[config.mk]
export PLATFORM = sky130hd
export DESIGN_NAME = rsq_top
export DESIGN_NICKNAME = d
export VERILOG_FILES = /design/src/hdl/rsq_pkg.sv /design/src/hdl/rsq_top.sv
export VERILOG_INCLUDE_DIRS = /design/src /design/src/hdl
export SDC_FILE = /design/constraint.sdc
export NUM_CORES = 1
export LEC_CHECK = 0
export BUFFER_PORTS_ARGS = -buffer_cell sky130_fd_sc_hd__buf_4
export CELL_PAD_IN_SITES_DETAIL_PLACEMENT = 1
export CELL_PAD_IN_SITES_GLOBAL_PLACEMENT = 2
export CORE_MARGIN = 10
export CORE_UTILIZATION = 36
export DETAILED_ROUTE_END_ITERATION = 8
export GPL_ROUTABILITY_DRIVEN = 0
export MAX_ROUTING_LAYER = met4
export PLACE_DENSITY = 0.72
export RECOVER_POWER = 25
export SKIP_LAST_GASP = 1
export SYNTH_ARGS = -nofsm -noshare
export SYNTH_HDL_FRONTEND = slang
export SYNTH_SLANG_ARGS = --single-unit
export TNS_END_PERCENT = 5
[constraint.sdc]
create_clock -name I_CLOCK -period 17.88 [get_ports I_CLOCK]
set_clock_uncertainty 0.1 [all_clocks]
set_input_delay 0.894 -clock I_CLOCK [delete_from_list [all_inputs] [get_ports I_CLOCK]]
set_output_delay 0.894 -clock I_CLOCK [all_outputs]
set_load 0.01 [all_outputs]
[src/hdl/rsq_consts.svh]
// constants of the reset and initialisation sequencer
`ifndef RSQ_CONSTS_SVH
`define RSQ_CONSTS_SVH
`define RSQ_REG_CTRL 6'h00
`define RSQ_REG_KICK 6'h01
`define RSQ_REG_STATUS 6'h02
`define RSQ_REG_CONFIG 6'h03
`define RSQ_REG_BOOTID 6'h04
`define RSQ_REG_BUSCMD 6'h05
`define RSQ_REG_SERVICE 6'h06
`define RSQ_REG_IO 6'h07
`define RSQ_REG_IODIR 6'h08
`define RSQ_REG_CHKSUM 6'h09
`define RSQ_REG_RAM 6'h10
`define RSQ_RAM_DEV_ADDR 16'he800
`define RSQ_CTRL_SWRST 0
`define RSQ_BUSCMD_WR 24
`define RSQ_BUSCMD_GO 25
`define RSQ_BOOTID_RST 17'h00000
`define RSQ_SERVICE_RST 2'h2
`define RSQ_RST_PULSE_CYCLES 9'h100
`define RSQ_WDOG_MS 840
`define RSQ_WDOG_REF_KHZ 10000
`define RSQ_WDOG_CYCLES (`RSQ_WDOG_MS * `RSQ_WDOG_REF_KHZ)
`define RSQ_STAB_CYCLES 2048
`define RSQ_SELFTEST_CYCLES 386000
`define RSQ_SVC_CYCLES 1000
`define RSQ_STATE_NOBOOT_CYCLES 250
`define RSQ_STATE_BOOT_CYCLES 2275000
`define RSQ_SYSRAM_BASE 21000
`define RSQ_SYSRAM_PER_BUF 600
`define RSQ_CHK_BASE 3400
`define RSQ_CHK_PER_BYTE 175
`define RSQ_TIMER_CYCLES 6100
`define RSQ_SCHED_CYCLES 7400
`define RSQ_ST_OK 8'h00
`define RSQ_ST_RAM 8'h01
`define RSQ_ST_TIMER 8'h02
`define RSQ_ST_COUNTER 8'h03
`define RSQ_ST_CLOCK 8'h04
`endif

[src/hdl/rsq_pkg.sv]
// types of the reset and initialisation sequencer
package rsq_pkg;
  typedef enum logic [3:0] {
    S_HOLD, S_STAB, S_SELFTEST, S_SERVICE, S_STATE, S_OFFRAM, S_SEED,
    S_SYSRAM, S_COMM, S_CHKSUM, S_TIMER, S_SCHED, S_RUN
  } rsq_state_t;
  typedef struct packed {
    logic ram;
    logic timer;
    logic counter;
    logic clock_fast;
  } rsq_selftest_t;
  typedef struct packed {
    logic [15:0] addr;
    logic addr_oe;
    logic rw;
    logic strobe;
    logic ctl_oe;
    logic [7:0] data;
    logic data_oe;
  } rsq_bus_t;
endpackage

[src/hdl/rsq_top.sv]
// reset pin, watchdogs and start-up step sequencer with axi4-lite regs
// Function
// - hold reset pin low while supply rises
// - drive reset pin low below minimum supply
// - watchdog or software reset: 256-cycle low pulse
// - three watchdogs, any expiry resets device
// - watchdog period is fixed 840 ms count
// - watchdogs always active, never disabled
// - tristate select and reset low: outputs high-z
// - reset: address ffff, rw 0, strobe 1
// - reset: data lines driven low
// - outside reset, data driven only writes, strobe low phase
// - reset: service pin high-z, no pull-up
// - i/o high-z until start-up steps reach run
// - strobe high, address ones right after reset
// - start-up steps run in fixed order
// - self-test sets flag, clears ram
// - self-test code into first ram byte
// - ram failure: still reaches run, service on, logged
// - self-test blinks service; then off high
// - boot when blank or boot id differs
// - checksums generated after boot, else checked
// - self-test, service, timer, scheduler budgets
// - state, sysram, checksum step budgets
`timescale 1ns/1ps
`include "rsq_consts.svh"
module rsq_top import rsq_pkg::*; #(
  parameter int RAM_BYTES = 8,
  parameter int IO_WIDTH = 12,
  parameter int BLINK_BIT = 15,
  parameter int STAB_CYCLES = `RSQ_STAB_CYCLES,
  parameter int WDOG_CYCLES = `RSQ_WDOG_CYCLES,
  parameter int SELFTEST_CYCLES = `RSQ_SELFTEST_CYCLES,
  parameter int BOOT_CYCLES = `RSQ_STATE_BOOT_CYCLES,
  parameter int SYSRAM_BASE = `RSQ_SYSRAM_BASE,
  parameter int TIMER_CYCLES = `RSQ_TIMER_CYCLES,
  parameter int SCHED_CYCLES = `RSQ_SCHED_CYCLES,
  // arbitrary value
  parameter logic [15:0] ROM_BOOT_ID = 16'h5a3c
) (
  // clock and reset
  input wire logic I_CLOCK,
  input wire logic I_NRST,
  // axi4-lite slave
  input wire logic I_AXI_AWVALID,
  output logic O_AXI_AWREADY,
  input wire logic [7:0] I_AXI_AWADDR,
  input wire logic I_AXI_WVALID,
  output logic O_AXI_WREADY,
  input wire logic [31:0] I_AXI_WDATA,
  input wire logic [3:0] I_AXI_WSTRB,
  output logic O_AXI_BVALID,
  input wire logic I_AXI_BREADY,
  output logic [1:0] O_AXI_BRESP,
  input wire logic I_AXI_ARVALID,
  output logic O_AXI_ARREADY,
  input wire logic [7:0] I_AXI_ARADDR,
  output logic O_AXI_RVALID,
  input wire logic I_AXI_RREADY,
  output logic [31:0] O_AXI_RDATA,
  output logic [1:0] O_AXI_RRESP,
  // supply, reset pin, test and self-test
  input wire logic I_SUPPLY_OK,
  input wire logic I_RESET_PIN,
  output logic O_RESET_PIN,
  output logic O_RESET_PIN_OE,
  input wire logic I_TEST_TRISTATE_SELECT,
  input wire rsq_selftest_t I_SELFTEST,
  // external memory bus
  output rsq_bus_t O_BUS,
  input wire logic [7:0] I_BUS_DATA,
  // service pin
  output logic O_SERVICE_PIN,
  output logic O_SERVICE_OE,
  output logic O_SERVICE_PULLUP,
  // general i/o and state
  output logic [IO_WIDTH-1:0] O_IO,
  output logic [IO_WIDTH-1:0] O_IO_OE,
  output logic O_RUNNING
);
  if (RAM_BYTES < 2 || RAM_BYTES > 16 || IO_WIDTH > 16 ||
      BLINK_BIT > 30 || WDOG_CYCLES < 2) begin : g_chk
    $error("rsq_top: unsupported parameter values");
  end

  localparam int HALF = RAM_BYTES / 2;
  rsq_state_t state_ff;
  logic [31:0] cnt_ff, step_len;
  logic pin_meta_ff, pin_sync_ff, rst_low, tst;
  logic [8:0] pulse_cnt_ff, nxt_pulse_cnt;
  logic [2:0] wd_exp;
  logic sw_trig, trig, done, st_end;
  logic [7:0] code_nxt, built_in_self_test_code_ff, cfg_sum, app_sum, rd_byte_ff;
  logic built_in_self_test_fail_ff, ram_fail_ff, boot_ff, chk_err_ff, wd_cause_ff;
  logic [7:0] ram_ff [RAM_BYTES];
  logic [7:0] nbuf_ff;
  logic [15:0] nchk_ff, cfg_chk_ff;
  logic [16:0] bootid_ff;
  logic [25:0] buscmd_ff;
  logic [1:0] bus_ph_ff, svc_ff;
  logic [IO_WIDTH-1:0] io_ff, iodir_ff;
  logic aw_got_ff, w_got_ff, do_wr;
  logic [7:0] aw_addr_ff;
  logic [31:0] w_data_ff;
  logic [3:0] w_strb_ff;

  function automatic logic reg_ok(input logic [7:0] a);
    reg_ok = a[7:2] <= `RSQ_REG_CHKSUM ||
      (a[7:2] >= `RSQ_REG_RAM && a[7:2] < `RSQ_REG_RAM + 6'(RAM_BYTES));
  endfunction
  function automatic logic [31:0] wmerge(input logic [31:0] o,
      input logic [31:0] d, input logic [3:0] s);
    for (int i = 0; i < 4; i++) begin
      if (s[i]) o[8*i +: 8] = d[8*i +: 8];
    end
    wmerge = o;
  endfunction
  function automatic logic hit(input logic [5:0] idx);
    hit = do_wr && aw_addr_ff[7:2] == idx;
  endfunction

  // synchroniser; external drivers only pull low, never high
  always_ff @(posedge I_CLOCK or negedge I_NRST) begin
    if (!I_NRST) begin
      pin_meta_ff <= 1'b0;
      pin_sync_ff <= 1'b0;
    end else begin
      pin_meta_ff <= I_RESET_PIN;
      pin_sync_ff <= pin_meta_ff;
    end
  end
  // own drive counts at once, pin level after synchronisation
  assign rst_low = !pin_sync_ff || O_RESET_PIN_OE;
  assign tst = I_TEST_TRISTATE_SELECT && !pin_sync_ff;

  // three watchdogs; no enable exists, only restart by kick, own expiry or reset
  for (genvar g = 0; g < 3; g++) begin : g_wd
    logic [31:0] wd_ff;
    always_ff @(posedge I_CLOCK or negedge I_NRST) begin
      if (!I_NRST) begin
        wd_ff <= 32'h0;
      end else if (rst_low || wd_exp[g] ||
          (hit(`RSQ_REG_KICK) && w_data_ff[g])) begin
        wd_ff <= 32'h0;
      end else begin
        wd_ff <= wd_ff + 32'h1;
      end
    end
    assign wd_exp[g] = wd_ff == 32'(WDOG_CYCLES - 1);
  end

  assign sw_trig = hit(`RSQ_REG_CTRL) && w_data_ff[`RSQ_CTRL_SWRST];
  // a running pulse is never restretched, so it is exactly 256 long
  assign trig = (sw_trig || |wd_exp) && pulse_cnt_ff == 9'h0;
  always_comb begin
    nxt_pulse_cnt = pulse_cnt_ff;
    if (trig) nxt_pulse_cnt = `RSQ_RST_PULSE_CYCLES;
    else if (pulse_cnt_ff != 9'h0) nxt_pulse_cnt = pulse_cnt_ff - 9'h1;
  end
  always_ff @(posedge I_CLOCK or negedge I_NRST) begin
    if (!I_NRST) begin
      pulse_cnt_ff <= 9'h0;
      O_RESET_PIN_OE <= 1'b1;
      O_RESET_PIN <= 1'b0;
      wd_cause_ff <= 1'b0;
    end else begin
      pulse_cnt_ff <= nxt_pulse_cnt;
      O_RESET_PIN_OE <= !I_SUPPLY_OK || nxt_pulse_cnt != 9'h0;
      O_RESET_PIN <= 1'b0;
      if (trig) wd_cause_ff <= |wd_exp;
    end
  end

  always_comb begin
    case (state_ff)
      S_HOLD: step_len = 32'h1;
      S_STAB: step_len = 32'(STAB_CYCLES);
      S_SELFTEST: step_len = 32'(SELFTEST_CYCLES);
      S_SERVICE: step_len = 32'(`RSQ_SVC_CYCLES);
      S_STATE: step_len = boot_ff ? 32'(BOOT_CYCLES) :
        32'(`RSQ_STATE_NOBOOT_CYCLES);
      S_SYSRAM: step_len = 32'(SYSRAM_BASE) +
        32'(`RSQ_SYSRAM_PER_BUF) * 32'(nbuf_ff);
      S_CHKSUM: step_len = 32'(`RSQ_CHK_BASE) +
        32'(`RSQ_CHK_PER_BYTE) * 32'(nchk_ff);
      S_TIMER: step_len = 32'(TIMER_CYCLES);
      S_SCHED: step_len = 32'(SCHED_CYCLES);
      default: step_len = 32'h1;
    endcase
  end
  assign done = state_ff != S_RUN && cnt_ff >= step_len - 32'h1;
  assign st_end = done && state_ff == S_SELFTEST;

  always_ff @(posedge I_CLOCK or negedge I_NRST) begin
    if (!I_NRST) begin
      state_ff <= S_HOLD;
      cnt_ff <= 32'h0;
    end else if (rst_low) begin
      state_ff <= S_HOLD;
      cnt_ff <= 32'h0;
    end else if (done) begin
      state_ff <= rsq_state_t'(state_ff + 4'h1);
      cnt_ff <= 32'h0;
    end else begin
      cnt_ff <= cnt_ff + 32'h1;
    end
  end

  always_comb begin
    if (I_SELFTEST.ram) code_nxt = `RSQ_ST_RAM;
    else if (I_SELFTEST.timer) code_nxt = `RSQ_ST_TIMER;
    else if (I_SELFTEST.counter) code_nxt = `RSQ_ST_COUNTER;
    else if (I_SELFTEST.clock_fast) code_nxt = `RSQ_ST_CLOCK;
    else code_nxt = `RSQ_ST_OK;
  end
  always_comb begin
    cfg_sum = 8'h0;
    app_sum = 8'h0;
    for (int i = 0; i < RAM_BYTES; i++) begin
      if (i < HALF) cfg_sum = cfg_sum + ram_ff[i];
      else app_sum = app_sum + ram_ff[i];
    end
  end

  always_ff @(posedge I_CLOCK or negedge I_NRST) begin
    if (!I_NRST) begin
      built_in_self_test_code_ff <= `RSQ_ST_OK;
      built_in_self_test_fail_ff <= 1'b0;
      ram_fail_ff <= 1'b0;
      boot_ff <= 1'b0;
      chk_err_ff <= 1'b0;
    end else begin
      if (st_end) begin
        built_in_self_test_code_ff <= code_nxt;
        built_in_self_test_fail_ff <= code_nxt != `RSQ_ST_OK;
        ram_fail_ff <= I_SELFTEST.ram;
      end
      if (state_ff == S_STATE && cnt_ff == 32'h0) begin
        boot_ff <= !bootid_ff[16] || bootid_ff[15:0] != ROM_BOOT_ID;
      end
      if (done && state_ff == S_CHKSUM) begin
        chk_err_ff <= !boot_ff && (cfg_sum + cfg_chk_ff[7:0] != 8'h0 ||
          app_sum + cfg_chk_ff[15:8] != 8'h0);
      end
    end
  end

  always_ff @(posedge I_CLOCK or negedge I_NRST) begin
    if (!I_NRST) begin
      for (int i = 0; i < RAM_BYTES; i++) ram_ff[i] <= 8'h0;
    end else if (st_end) begin
      for (int i = 1; i < RAM_BYTES; i++) ram_ff[i] <= 8'h0;
      ram_ff[0] <= code_nxt;
    end else begin
      for (int i = 0; i < RAM_BYTES; i++) begin
        if (hit(`RSQ_REG_RAM + 6'(i)) && w_strb_ff[0]) begin
          ram_ff[i] <= w_data_ff[7:0];
        end
      end
    end
  end

  // nonvolatile stand-ins: only power-on reset clears them
  always_ff @(posedge I_CLOCK or negedge I_NRST) begin
    if (!I_NRST) begin
      bootid_ff <= `RSQ_BOOTID_RST;
      cfg_chk_ff <= 16'h0;
      nbuf_ff <= 8'h0;
      nchk_ff <= 16'h0;
    end else begin
      if (boot_ff && done && state_ff == S_STATE) begin
        bootid_ff <= {1'b1, ROM_BOOT_ID};
      end else if (hit(`RSQ_REG_BOOTID)) begin
        bootid_ff <= 17'(wmerge(32'(bootid_ff), w_data_ff, w_strb_ff));
      end
      if (boot_ff && done && state_ff == S_CHKSUM) begin
        cfg_chk_ff <= {8'h0 - app_sum, 8'h0 - cfg_sum};
      end else if (hit(`RSQ_REG_CHKSUM)) begin
        cfg_chk_ff <= 16'(wmerge(32'(cfg_chk_ff), w_data_ff, w_strb_ff));
      end
      if (hit(`RSQ_REG_CONFIG)) begin
        {nchk_ff, nbuf_ff} <= 24'(wmerge({8'h0, nchk_ff, nbuf_ff},
          w_data_ff, w_strb_ff));
      end
    end
  end

  // bus engine: go starts strobe-high phase, then strobe-low phase
  always_ff @(posedge I_CLOCK or negedge I_NRST) begin
    if (!I_NRST) begin
      buscmd_ff <= 26'h0;
      bus_ph_ff <= 2'h0;
      rd_byte_ff <= 8'h0;
      svc_ff <= `RSQ_SERVICE_RST;
      io_ff <= '0;
      iodir_ff <= '0;
    end else begin
      if (hit(`RSQ_REG_BUSCMD) && bus_ph_ff == 2'h0) begin
        buscmd_ff <= 26'(wmerge(32'(buscmd_ff), w_data_ff, w_strb_ff));
      end else if (bus_ph_ff == 2'h2) begin
        buscmd_ff[`RSQ_BUSCMD_GO] <= 1'b0;
      end
      if (rst_low) bus_ph_ff <= 2'h0;
      else if (bus_ph_ff == 2'h2) bus_ph_ff <= 2'h0;
      else if (bus_ph_ff == 2'h1) bus_ph_ff <= 2'h2;
      else if (buscmd_ff[`RSQ_BUSCMD_GO] && state_ff == S_RUN) begin
        bus_ph_ff <= 2'h1;
      end
      if (bus_ph_ff == 2'h2 && !buscmd_ff[`RSQ_BUSCMD_WR]) begin
        rd_byte_ff <= I_BUS_DATA;
      end
      if (hit(`RSQ_REG_SERVICE)) svc_ff <= w_data_ff[1:0];
      if (hit(`RSQ_REG_IO)) io_ff <= w_data_ff[IO_WIDTH-1:0];
      if (hit(`RSQ_REG_IODIR)) iodir_ff <= w_data_ff[IO_WIDTH-1:0];
    end
  end

  always_ff @(posedge I_CLOCK or negedge I_NRST) begin
    if (!I_NRST) begin
      O_BUS <= '{16'hffff, 1'b1, 1'b0, 1'b1, 1'b1, 8'h0, 1'b1};
    end else if (rst_low) begin
      O_BUS <= '{16'hffff, !tst, 1'b0, 1'b1, !tst, 8'h0, !tst};
    end else begin
      O_BUS.addr <= bus_ph_ff != 2'h0 ? buscmd_ff[15:0] : 16'hffff;
      O_BUS.addr_oe <= 1'b1;
      O_BUS.rw <= bus_ph_ff == 2'h0 || !buscmd_ff[`RSQ_BUSCMD_WR];
      O_BUS.ctl_oe <= 1'b1;
      // next phase is low when the engine moves from high
      O_BUS.strobe <= bus_ph_ff != 2'h1;
      O_BUS.data <= buscmd_ff[23:16];
      O_BUS.data_oe <= bus_ph_ff == 2'h1 &&
        buscmd_ff[`RSQ_BUSCMD_WR];
    end
  end

  always_ff @(posedge I_CLOCK or negedge I_NRST) begin
    if (!I_NRST) begin
      O_SERVICE_PIN <= 1'b0;
      O_SERVICE_OE <= 1'b0;
      O_SERVICE_PULLUP <= 1'b0;
      O_IO <= '0;
      O_IO_OE <= '0;
      O_RUNNING <= 1'b0;
    end else begin
      O_SERVICE_PIN <= 1'b0;
      O_IO <= io_ff;
      O_IO_OE <= (state_ff == S_RUN && !tst) ? iodir_ff : '0;
      O_RUNNING <= state_ff == S_RUN;
      if (rst_low) begin
        O_SERVICE_OE <= 1'b0;
        O_SERVICE_PULLUP <= 1'b0;
      end else if (state_ff == S_SELFTEST) begin
        O_SERVICE_OE <= cnt_ff[BLINK_BIT];
        O_SERVICE_PULLUP <= 1'b1;
      end else if (state_ff != S_RUN) begin
        O_SERVICE_OE <= 1'b0;
        O_SERVICE_PULLUP <= 1'b1;
      end else begin
        O_SERVICE_OE <= ram_fail_ff || svc_ff[0];
        O_SERVICE_PULLUP <= svc_ff[1];
      end
    end
  end

  // axi4-lite: one write and one read in flight, answers one cycle late
  assign do_wr = aw_got_ff && w_got_ff && !O_AXI_BVALID;
  always_ff @(posedge I_CLOCK or negedge I_NRST) begin
    if (!I_NRST) begin
      aw_got_ff <= 1'b0;
      w_got_ff <= 1'b0;
      aw_addr_ff <= 8'h0;
      w_data_ff <= 32'h0;
      w_strb_ff <= 4'h0;
      O_AXI_AWREADY <= 1'b1;
      O_AXI_WREADY <= 1'b1;
      O_AXI_BVALID <= 1'b0;
      O_AXI_BRESP <= 2'h0;
    end else begin
      if (I_AXI_AWVALID && O_AXI_AWREADY) begin
        aw_got_ff <= 1'b1;
        aw_addr_ff <= I_AXI_AWADDR;
        O_AXI_AWREADY <= 1'b0;
      end
      if (I_AXI_WVALID && O_AXI_WREADY) begin
        w_got_ff <= 1'b1;
        w_data_ff <= I_AXI_WDATA;
        w_strb_ff <= I_AXI_WSTRB;
        O_AXI_WREADY <= 1'b0;
      end
      if (do_wr) begin
        aw_got_ff <= 1'b0;
        w_got_ff <= 1'b0;
        O_AXI_BVALID <= 1'b1;
        O_AXI_BRESP <= reg_ok(aw_addr_ff) ? 2'h0 : 2'h2;
      end
      if (O_AXI_BVALID && I_AXI_BREADY) begin
        O_AXI_BVALID <= 1'b0;
        O_AXI_AWREADY <= 1'b1;
        O_AXI_WREADY <= 1'b1;
      end
    end
  end

  always_ff @(posedge I_CLOCK or negedge I_NRST) begin
    if (!I_NRST) begin
      O_AXI_ARREADY <= 1'b1;
      O_AXI_RVALID <= 1'b0;
      O_AXI_RDATA <= 32'h0;
      O_AXI_RRESP <= 2'h0;
    end else if (I_AXI_ARVALID && O_AXI_ARREADY) begin
      O_AXI_ARREADY <= 1'b0;
      O_AXI_RVALID <= 1'b1;
      O_AXI_RRESP <= reg_ok(I_AXI_ARADDR) ? 2'h0 : 2'h2;
      case (I_AXI_ARADDR[7:2])
        `RSQ_REG_STATUS: O_AXI_RDATA <= {built_in_self_test_code_ff, 12'h0,
          wd_cause_ff, !pin_sync_ff, ram_fail_ff, chk_err_ff, boot_ff,
          built_in_self_test_fail_ff, ram_fail_ff, state_ff == S_RUN, state_ff};
        `RSQ_REG_CONFIG: O_AXI_RDATA <= {8'h0, nchk_ff, nbuf_ff};
        `RSQ_REG_BOOTID: O_AXI_RDATA <= 32'(bootid_ff);
        `RSQ_REG_BUSCMD: O_AXI_RDATA <= {5'h0, bus_ph_ff != 2'h0,
          buscmd_ff[25:24], rd_byte_ff, buscmd_ff[15:0]};
        `RSQ_REG_SERVICE: O_AXI_RDATA <= 32'(svc_ff);
        `RSQ_REG_IO: O_AXI_RDATA <= 32'(io_ff);
        `RSQ_REG_IODIR: O_AXI_RDATA <= 32'(iodir_ff);
        `RSQ_REG_CHKSUM: O_AXI_RDATA <= 32'(cfg_chk_ff);
        default: O_AXI_RDATA <= 32'h0;
      endcase
      for (int i = 0; i < RAM_BYTES; i++) begin
        if (I_AXI_ARADDR[7:2] == `RSQ_REG_RAM + 6'(i)) begin
          O_AXI_RDATA <= 32'(ram_ff[i]);
        end
      end
    end else if (O_AXI_RVALID && I_AXI_RREADY) begin
      O_AXI_RVALID <= 1'b0;
      O_AXI_ARREADY <= 1'b1;
    end
  end
endmodule // rsq_top

# Yosys cells after proc, flatten, opt, wreduce, memory -nomap -nowiden
# Index checks and enable logic that the tools add are counted.
[word_totals] wordCells=339 in_bits=74 reg_bits=477 out_inout_bits=100
[op_classes] n_reduce_logical=123 n_lt_le_gt_ge=7 eq_ne=50 muxes=72 n_mul=2 n_addsub=19
[ops] op="$mux 32" n=13
[ops] op="$pmux 32 s8" n=1
[ops] op="$pmux 25 s8" n=1
[ops] op="$add 32x1->32 const B" n=4
[ops] op="$eq 32x24->1 const B" n=3
[ops] op="$eq 6x5->1 const B" n=16
[ops] op="$mux 8" n=10
[ops] op="$add 8x8->8" n=8
[ops] op="$mux 64" n=1
[ops] op="$logic_and 1x1->1" n=53
[ops] op="$eq 6x3->1 const B" n=8
[ops] op="$mux 16" n=3
[ops] op="$reduce_bool 2->1" n=24
[ops] op="$mux 17" n=2
[ops] op="$ge 32x32->1" n=1
[ops] op="$logic_not 32->1" n=1
[ops] op="$sub 32x1->32 const B" n=1
[ops] op="$mux 29" n=1
[ops] op="$reduce_and 2->1" n=13
[ops] op="$add 12x24->25 const A" n=1
[ops] op="$eq 6x4->1 const B" n=4
[ops] op="$mul 8x16->24 const A" n=1
[ops] op="$reduce_bool 8->1" n=3
[ops] op="$mux 1" n=23
[ops] op="34 further kinds" n=77

# Longest topological paths before layout
[logic_depth] depth_word=10 depth_mapped=36 mapped_depth_nobuf=34

# Least setup slack after synthesis
# No wires, ideal clock.
[synth_timing] path_kind="reg2reg" start="register nchk_ff[4]" end="register cfg_chk_ff[2]" synth_period_minus_slack_ns=7.843 setup_time_ns=0.135 t_arrival_ns=7.608 required_ns=17.645 path_slack_ns=10.037 stages_incl_launch_ff=31 n_path_buf=2 path_cell_list="dfrtp_1 > fa_1 > fa_1 > fa_1 > inv_1 > fa_1 > inv_1 > ha_1 > a21oi_1 > nand2_1 > xor2_1 > a2111oi_0 > nand4b_1 > or4b_1 > nor3_1 > nand3_1 > nand4b_1 > ha_1 > a21o_1 > a21o_1 > a21o_1 > a21o_1 > a21oi_1 > o21ai_0 > o21ai_0 > nor2_1 > and3_1 > clkbuf_1 > clkbuf_1 > nand2_1 > o21ai_0"
[synth_between] elab_chain_len=10 elab_cells_between_ends=12 classes_between="add/sub: 2; mul: 1; order compare: 1; mux: 2; reduce/logical: 6"
[synth_lines] element="start, declared" line_no="rsq_top.sv:97" text="logic [15:0] nchk_ff, cfg_chk_ff;"
[synth_lines] element="start signal, assigned" line_no="rsq_top.sv:282" text="{nchk_ff, nbuf_ff} <= 24'(wmerge({8'h0, nchk_ff, nbuf_ff},"
[synth_lines] element="$mul 8x16->24 *" line_no="rsq_top.sv:185" text="32'(`RSQ_CHK_PER_BYTE) * 32'(nchk_ff);"
[synth_lines] element="$add 12x24->25 *" line_no="rsq_top.sv:184" text="S_CHKSUM: step_len = 32'(`RSQ_CHK_BASE) +"
[synth_lines] element="$pmux 25 s8 *" line_no="rsq_top.sv:175" text="case (state_ff)"
[synth_lines] element="$sub 32x1->32 *" line_no="rsq_top.sv:191" text="assign done = state_ff != S_RUN && cnt_ff >= step_len - 32'h1;"
[synth_lines] element="$ge 32x32->1 *" line_no="rsq_top.sv:191"
[synth_lines] element="$logic_and 1x1->1 *" line_no="rsq_top.sv:191"
[synth_lines] element="$logic_and 1x1->1 * (2 in a row)" line_no="rsq_top.sv:276" text="if (boot_ff && done && state_ff == S_CHKSUM) begin"
[synth_lines] element="$reduce_bool 2->1 (no source line)"
[synth_lines] element="$reduce_and 2->1 (no source line)"
[synth_lines] element="end signal, assigned" line_no="rsq_top.sv:277" text="cfg_chk_ff <= {8'h0 - app_sum, 8'h0 - cfg_sum};"
[synth_lines] element="end signal, assigned" line_no="rsq_top.sv:279" text="cfg_chk_ff <= 16'(wmerge(32'(cfg_chk_ff), w_data_ff, w_strb_ff));"
[synth_lines] element="end, declared" line_no="rsq_top.sv:97"
# Mark *: on every way between the ends. The rest lies on a longest branch, timed or not.
# A chain may end at the register's enable or synchronous reset.

==> results_dict.tcl <==
set metrics [dict create \
    final_layout_size_suffix_gt1_share_pct 14.94 \
    postPlaceCellArea_um2 30530 \
    clkLatencyLatePin_ns 0.63 \
    timing.max_slew.rel_slack_pct -373.3 \
    power.density_cell_area_nw_per_um2 102.7 \
    required_time_at_the_endpoint_of_the_critical_path_ns 16.74 \
    port-buffer-count 154 \
    finalNetCount 3267 \
    p_leak_nw 15.27 \
    multi_input_area_um2 15550 \
    drt_iter0_markers 1184 \
    syn2layout_area_growth_pct 14.84 \
    largest_net_degree_at_the_start_of_global_routing 136 \
    yosys.area_share.adder_pct 14.89 \
    vias 21400 \
    yosys-top-cells-area "dfrtp_1 (39%), ha_1 (8.1%), fa_1 (6.8%), mux2_2 (4.9%), nor2_1 (4.0%)" \
    comb_power_share_pct 23.4 \
    grt_setup_unrepaired "no" \
    cts_buffer_count 54 \
    cts_setup_buffers 0 \
    cell_internal_pwr_mw 2.198 \
    placeableCoreArea_um2 77590 \
    effective_utilization_at_floorplan_pct 36.34 \
    startpoint_type "primary input" \
    crit_arrival_ns 10.47 \
    cp_top_family "buffers and inverters" \
    worst_path_max_delay_cell "clkbuf_1" \
    cp.buffers_inverters 2 \
    max_freq_mhz 86.15 \
    first_global_vias 23530 \
    netSwitchingFraction_pct 33.87 \
    post-synth-top-area-fraction_pct 38.87 \
    dpl_worst_slack_ns 8.196 \
    cell_taking_the_most_area_after_synthesis "dfrtp_1" \
    vdd_drop_max_mv 0.1124 \
    clk_pin_slew_ns 0.06 \
    hold_class "register to register" \
    criticalPathCategory "primary input to asynchronous set/reset pin" \
    layout.filler_cells 8676 \
    synth-main-ff-cell "dfrtp_1" \
    power.share.sequential_pct 40.9 \
    unique_masters_post_synth 81 \
    critical_path.cell_chain "clkbuf_1 > clkbuf_1" \
    final-hold-violation-count 0 \
    place_hpwl_mm 66.74 \
    post_cts.resized_instances 0 \
    cts_htree_levels 2 \
    path_max_fanout 135 \
    syn_area_per_cell_um2 10.19 \
    overflow 0 \
    stdcell_area_um2 32380 \
    status "finished with violations" \
    total_area_of_sequential_cells_um2 11590 \
    net-switching-power_mw 1.126 \
    route.detailed.drc 0 \
    routed_wire_length_per_instance_um 22.11 \
    synth_seq_cells 462 \
    synthSimpleGateAreaFrac_pct 15.08 \
    synth_mux_area_share_pct 8.356 \
    endpoint_kind "asynchronous set/reset pin" \
    cts.path.max_buffers 3 \
    number_of_nets_still_failing_antenna_checks_after_routing 0 \
    timing_worst_slew_pin_value_ns 7.099 \
    total_power_mw 3.324 \
    drt_wl_total_mm 88.45 \
    drt-vias-per-instance 5.350 \
    whs_path_depth 0 \
    die_area_um2 89920 \
    antenna_found_initial 0 \
    detailed_routing_iterations_pass_1 5 \
    die-height_um 299.9 \
    synth-compound-area-share_pct 10.02 \
    std_cell_rows 102 \
    die_width_um 299.9 \
    reg2reg_to "cfg_chk_ff[8]$_DFFE_PN0P_" \
    layout_min_cycle_time_ns 11.61 \
    slowest_delay_ns 5.25 \
    critPathMostFrequentCell "clkbuf_1" \
    synth-async-reset-ratio_pct 100.0 \
    worst_r2r_setup_slack_ns 8.13 \
    floorplan.io_pins 174 \
    root_buffer_selected_by_cts "clkbuf_16" \
    yosys.area_share.xor_xnor_pct 6.585 \
    post_synth_inst_count 2767 \
    syn_area_um2 28200 \
    synthTopCellsByCount "dfrtp_1 (438), nor2_1 (304), inv_1 (189)" \
    min_period_over_period_pct 64.92 \
    synth_top_family_by_area "simple AND/OR/NAND/NOR gates" \
    slew_viol_final 301 \
    synth-seq-area-share_pct 41.11 \
    clock_power_share_pct 35.6 \
    fin_ws_ns 6.272 \
    hold_path_startpoint "pin_meta_ff$_DFF_PN0_" \
    endpoints_failing_setup 0 \
    fin_tns_setup_ns 0 \
    reg2reg_depth 28 \
    violations "max-capacitance violations, max-slew violations" \
    grt_pass1_wl_mm 139.6 \
    crit-reg2reg-launch "nchk_ff[4]$_DFFE_PN0P_" \
    cap_violations 4 \
    sinks_on_clock_net 462 \
    synthMostInstantiatedCell "dfrtp_1" \
    min_delay_worst_endpoint "pin_sync_ff$_DFF_PN0_" \
    cts_tree "done" \
    synth_edf_count 0 \
    ctsHoldBuffers 0 \
    grt.total_usage_pct 20.08 \
    synth-warning-count 0 \
]
cells by family after synthesis:
logic type      after synthesis
compound gates              421
fa+ha+maj                   278
buf+inv                     286
flops                       462
xor+xnor                    212
mux                         220
simple gates                887
other cells                   1
metrics by stage:
stage          util (%)  cells  hold slack, ns
2_1_floorplan         -   2775          0.2312
3_3_place_gp      39.35   3899          0.2357
3_5_place_dp      39.35   3899          0.2504
4_1_cts           41.78   3999          0.2440
5_1_grt           41.73   3999          0.2876
6_report          41.73   4000          0.2655
worst max-delay path by stage:
| stage | start | to | slack, ns | cells after the start |
|---|---|---|---|---|
| after global placement | nchk_ff[4]$_DFFE_PN0P_ | cfg_chk_ff[9]$_DFFE_PN0P_ | 8.32 | 28 |
| after detailed placement | nchk_ff[4]$_DFFE_PN0P_ | cfg_chk_ff[8]$_DFFE_PN0P_ | 8.20 | 28 |
| after global routing | I_NRST | w_data_ff[14]$_DFFE_PN0P_ | 3.80 | 2 |
| after CTS | nchk_ff[4]$_DFFE_PN0P_ | cfg_chk_ff[8]$_DFFE_PN0P_ | 8.09 | 28 |
| final | I_NRST | O_IO_OE[11]$_DFF_PN0_ | 6.27 | 2 |
| after floorplan | nchk_ff[4]$_DFFE_PN0P_ | cfg_chk_ff[2]$_DFFE_PN0P_ | 10.04 | 30 |
registers in the layout (all words and copies together), names as in the netlist, 2 cells and up:
name / cells
ram_ff: 64
built_in_self_test_code_ff: 3
cfg_chk_ff: 16
g_wd.wd_ff: 96
nchk_ff: 16
O_AXI_RDATA: 27
bus_ph_ff: 2
nbuf_ff: 8
buscmd_ff: 26
w_strb_ff: 4
bootid_ff: 17
rd_byte_ff: 8
state_ff: 4
io_ff: 12
iodir_ff: 12
svc_ff: 2
aw_addr_ff: 6
pulse_cnt_ff: 9
w_data_ff: 26
O_BUS: 28
O_IO_OE: 12
O_IO: 12
cnt_ff: 32
power by group through the flow:
stage / clock, mW / sequential, mW / combinational (mW)
floorplan: 0 / 1.27 / 0.549
global placement: 0 / 1.37 / 0.766
detailed placement: 0 / 1.38 / 0.785
CTS: 1.22 / 1.36 / 0.794
global route: 1.26 / 1.38 / 0.881
finish: 1.18 / 1.36 / 0.779
metal layers:
metal | global-route usage, % | routed length, um | up-vias
met1 | 25.61 | 39800 | 11070
met3 | 2.867 | 3517 | 95
li1 | - | - | 9902
met5 | - | 0 | -
met4 | 4.287 | 1669 | 0
met2 | 33.62 | 43460 | 333
cell usage in the layout (no fill, tap or decap), types with 40 or more instances in the layout:
master / netlist / routed
a21oi_1: 94 / 94
a22oi_1: 46 / 46
and3_1: 41 / 41
buf_4: 10 / 175
clkbuf_16: 0 / 55
dfrtp_1: 438 / 438
fa_1: 96 / 96
ha_1: 182 / 182
inv_1: 189 / 189
mux2_2: 123 / 121
mux2i_1: 97 / 97
nand2_1: 185 / 185
nand3_1: 110 / 110
nor2_1: 304 / 302
nor3_1: 47 / 44
o21ai_0: 97 / 97
or3_1: 40 / 40
xnor2_1: 114 / 114
xor2_1: 98 / 98
final cells by class:
cell class	instances	area share (%)
clock buffer	73	4.737
tap	1040	4.018
timing repair buffer	181	4.138
sequential	462	35.79
clock inverter	27	1.086
multi-input combinational	2027	48.03
antenna	1	0.007728
inverter	189	2.191
(Power assumes the default switching activity.)
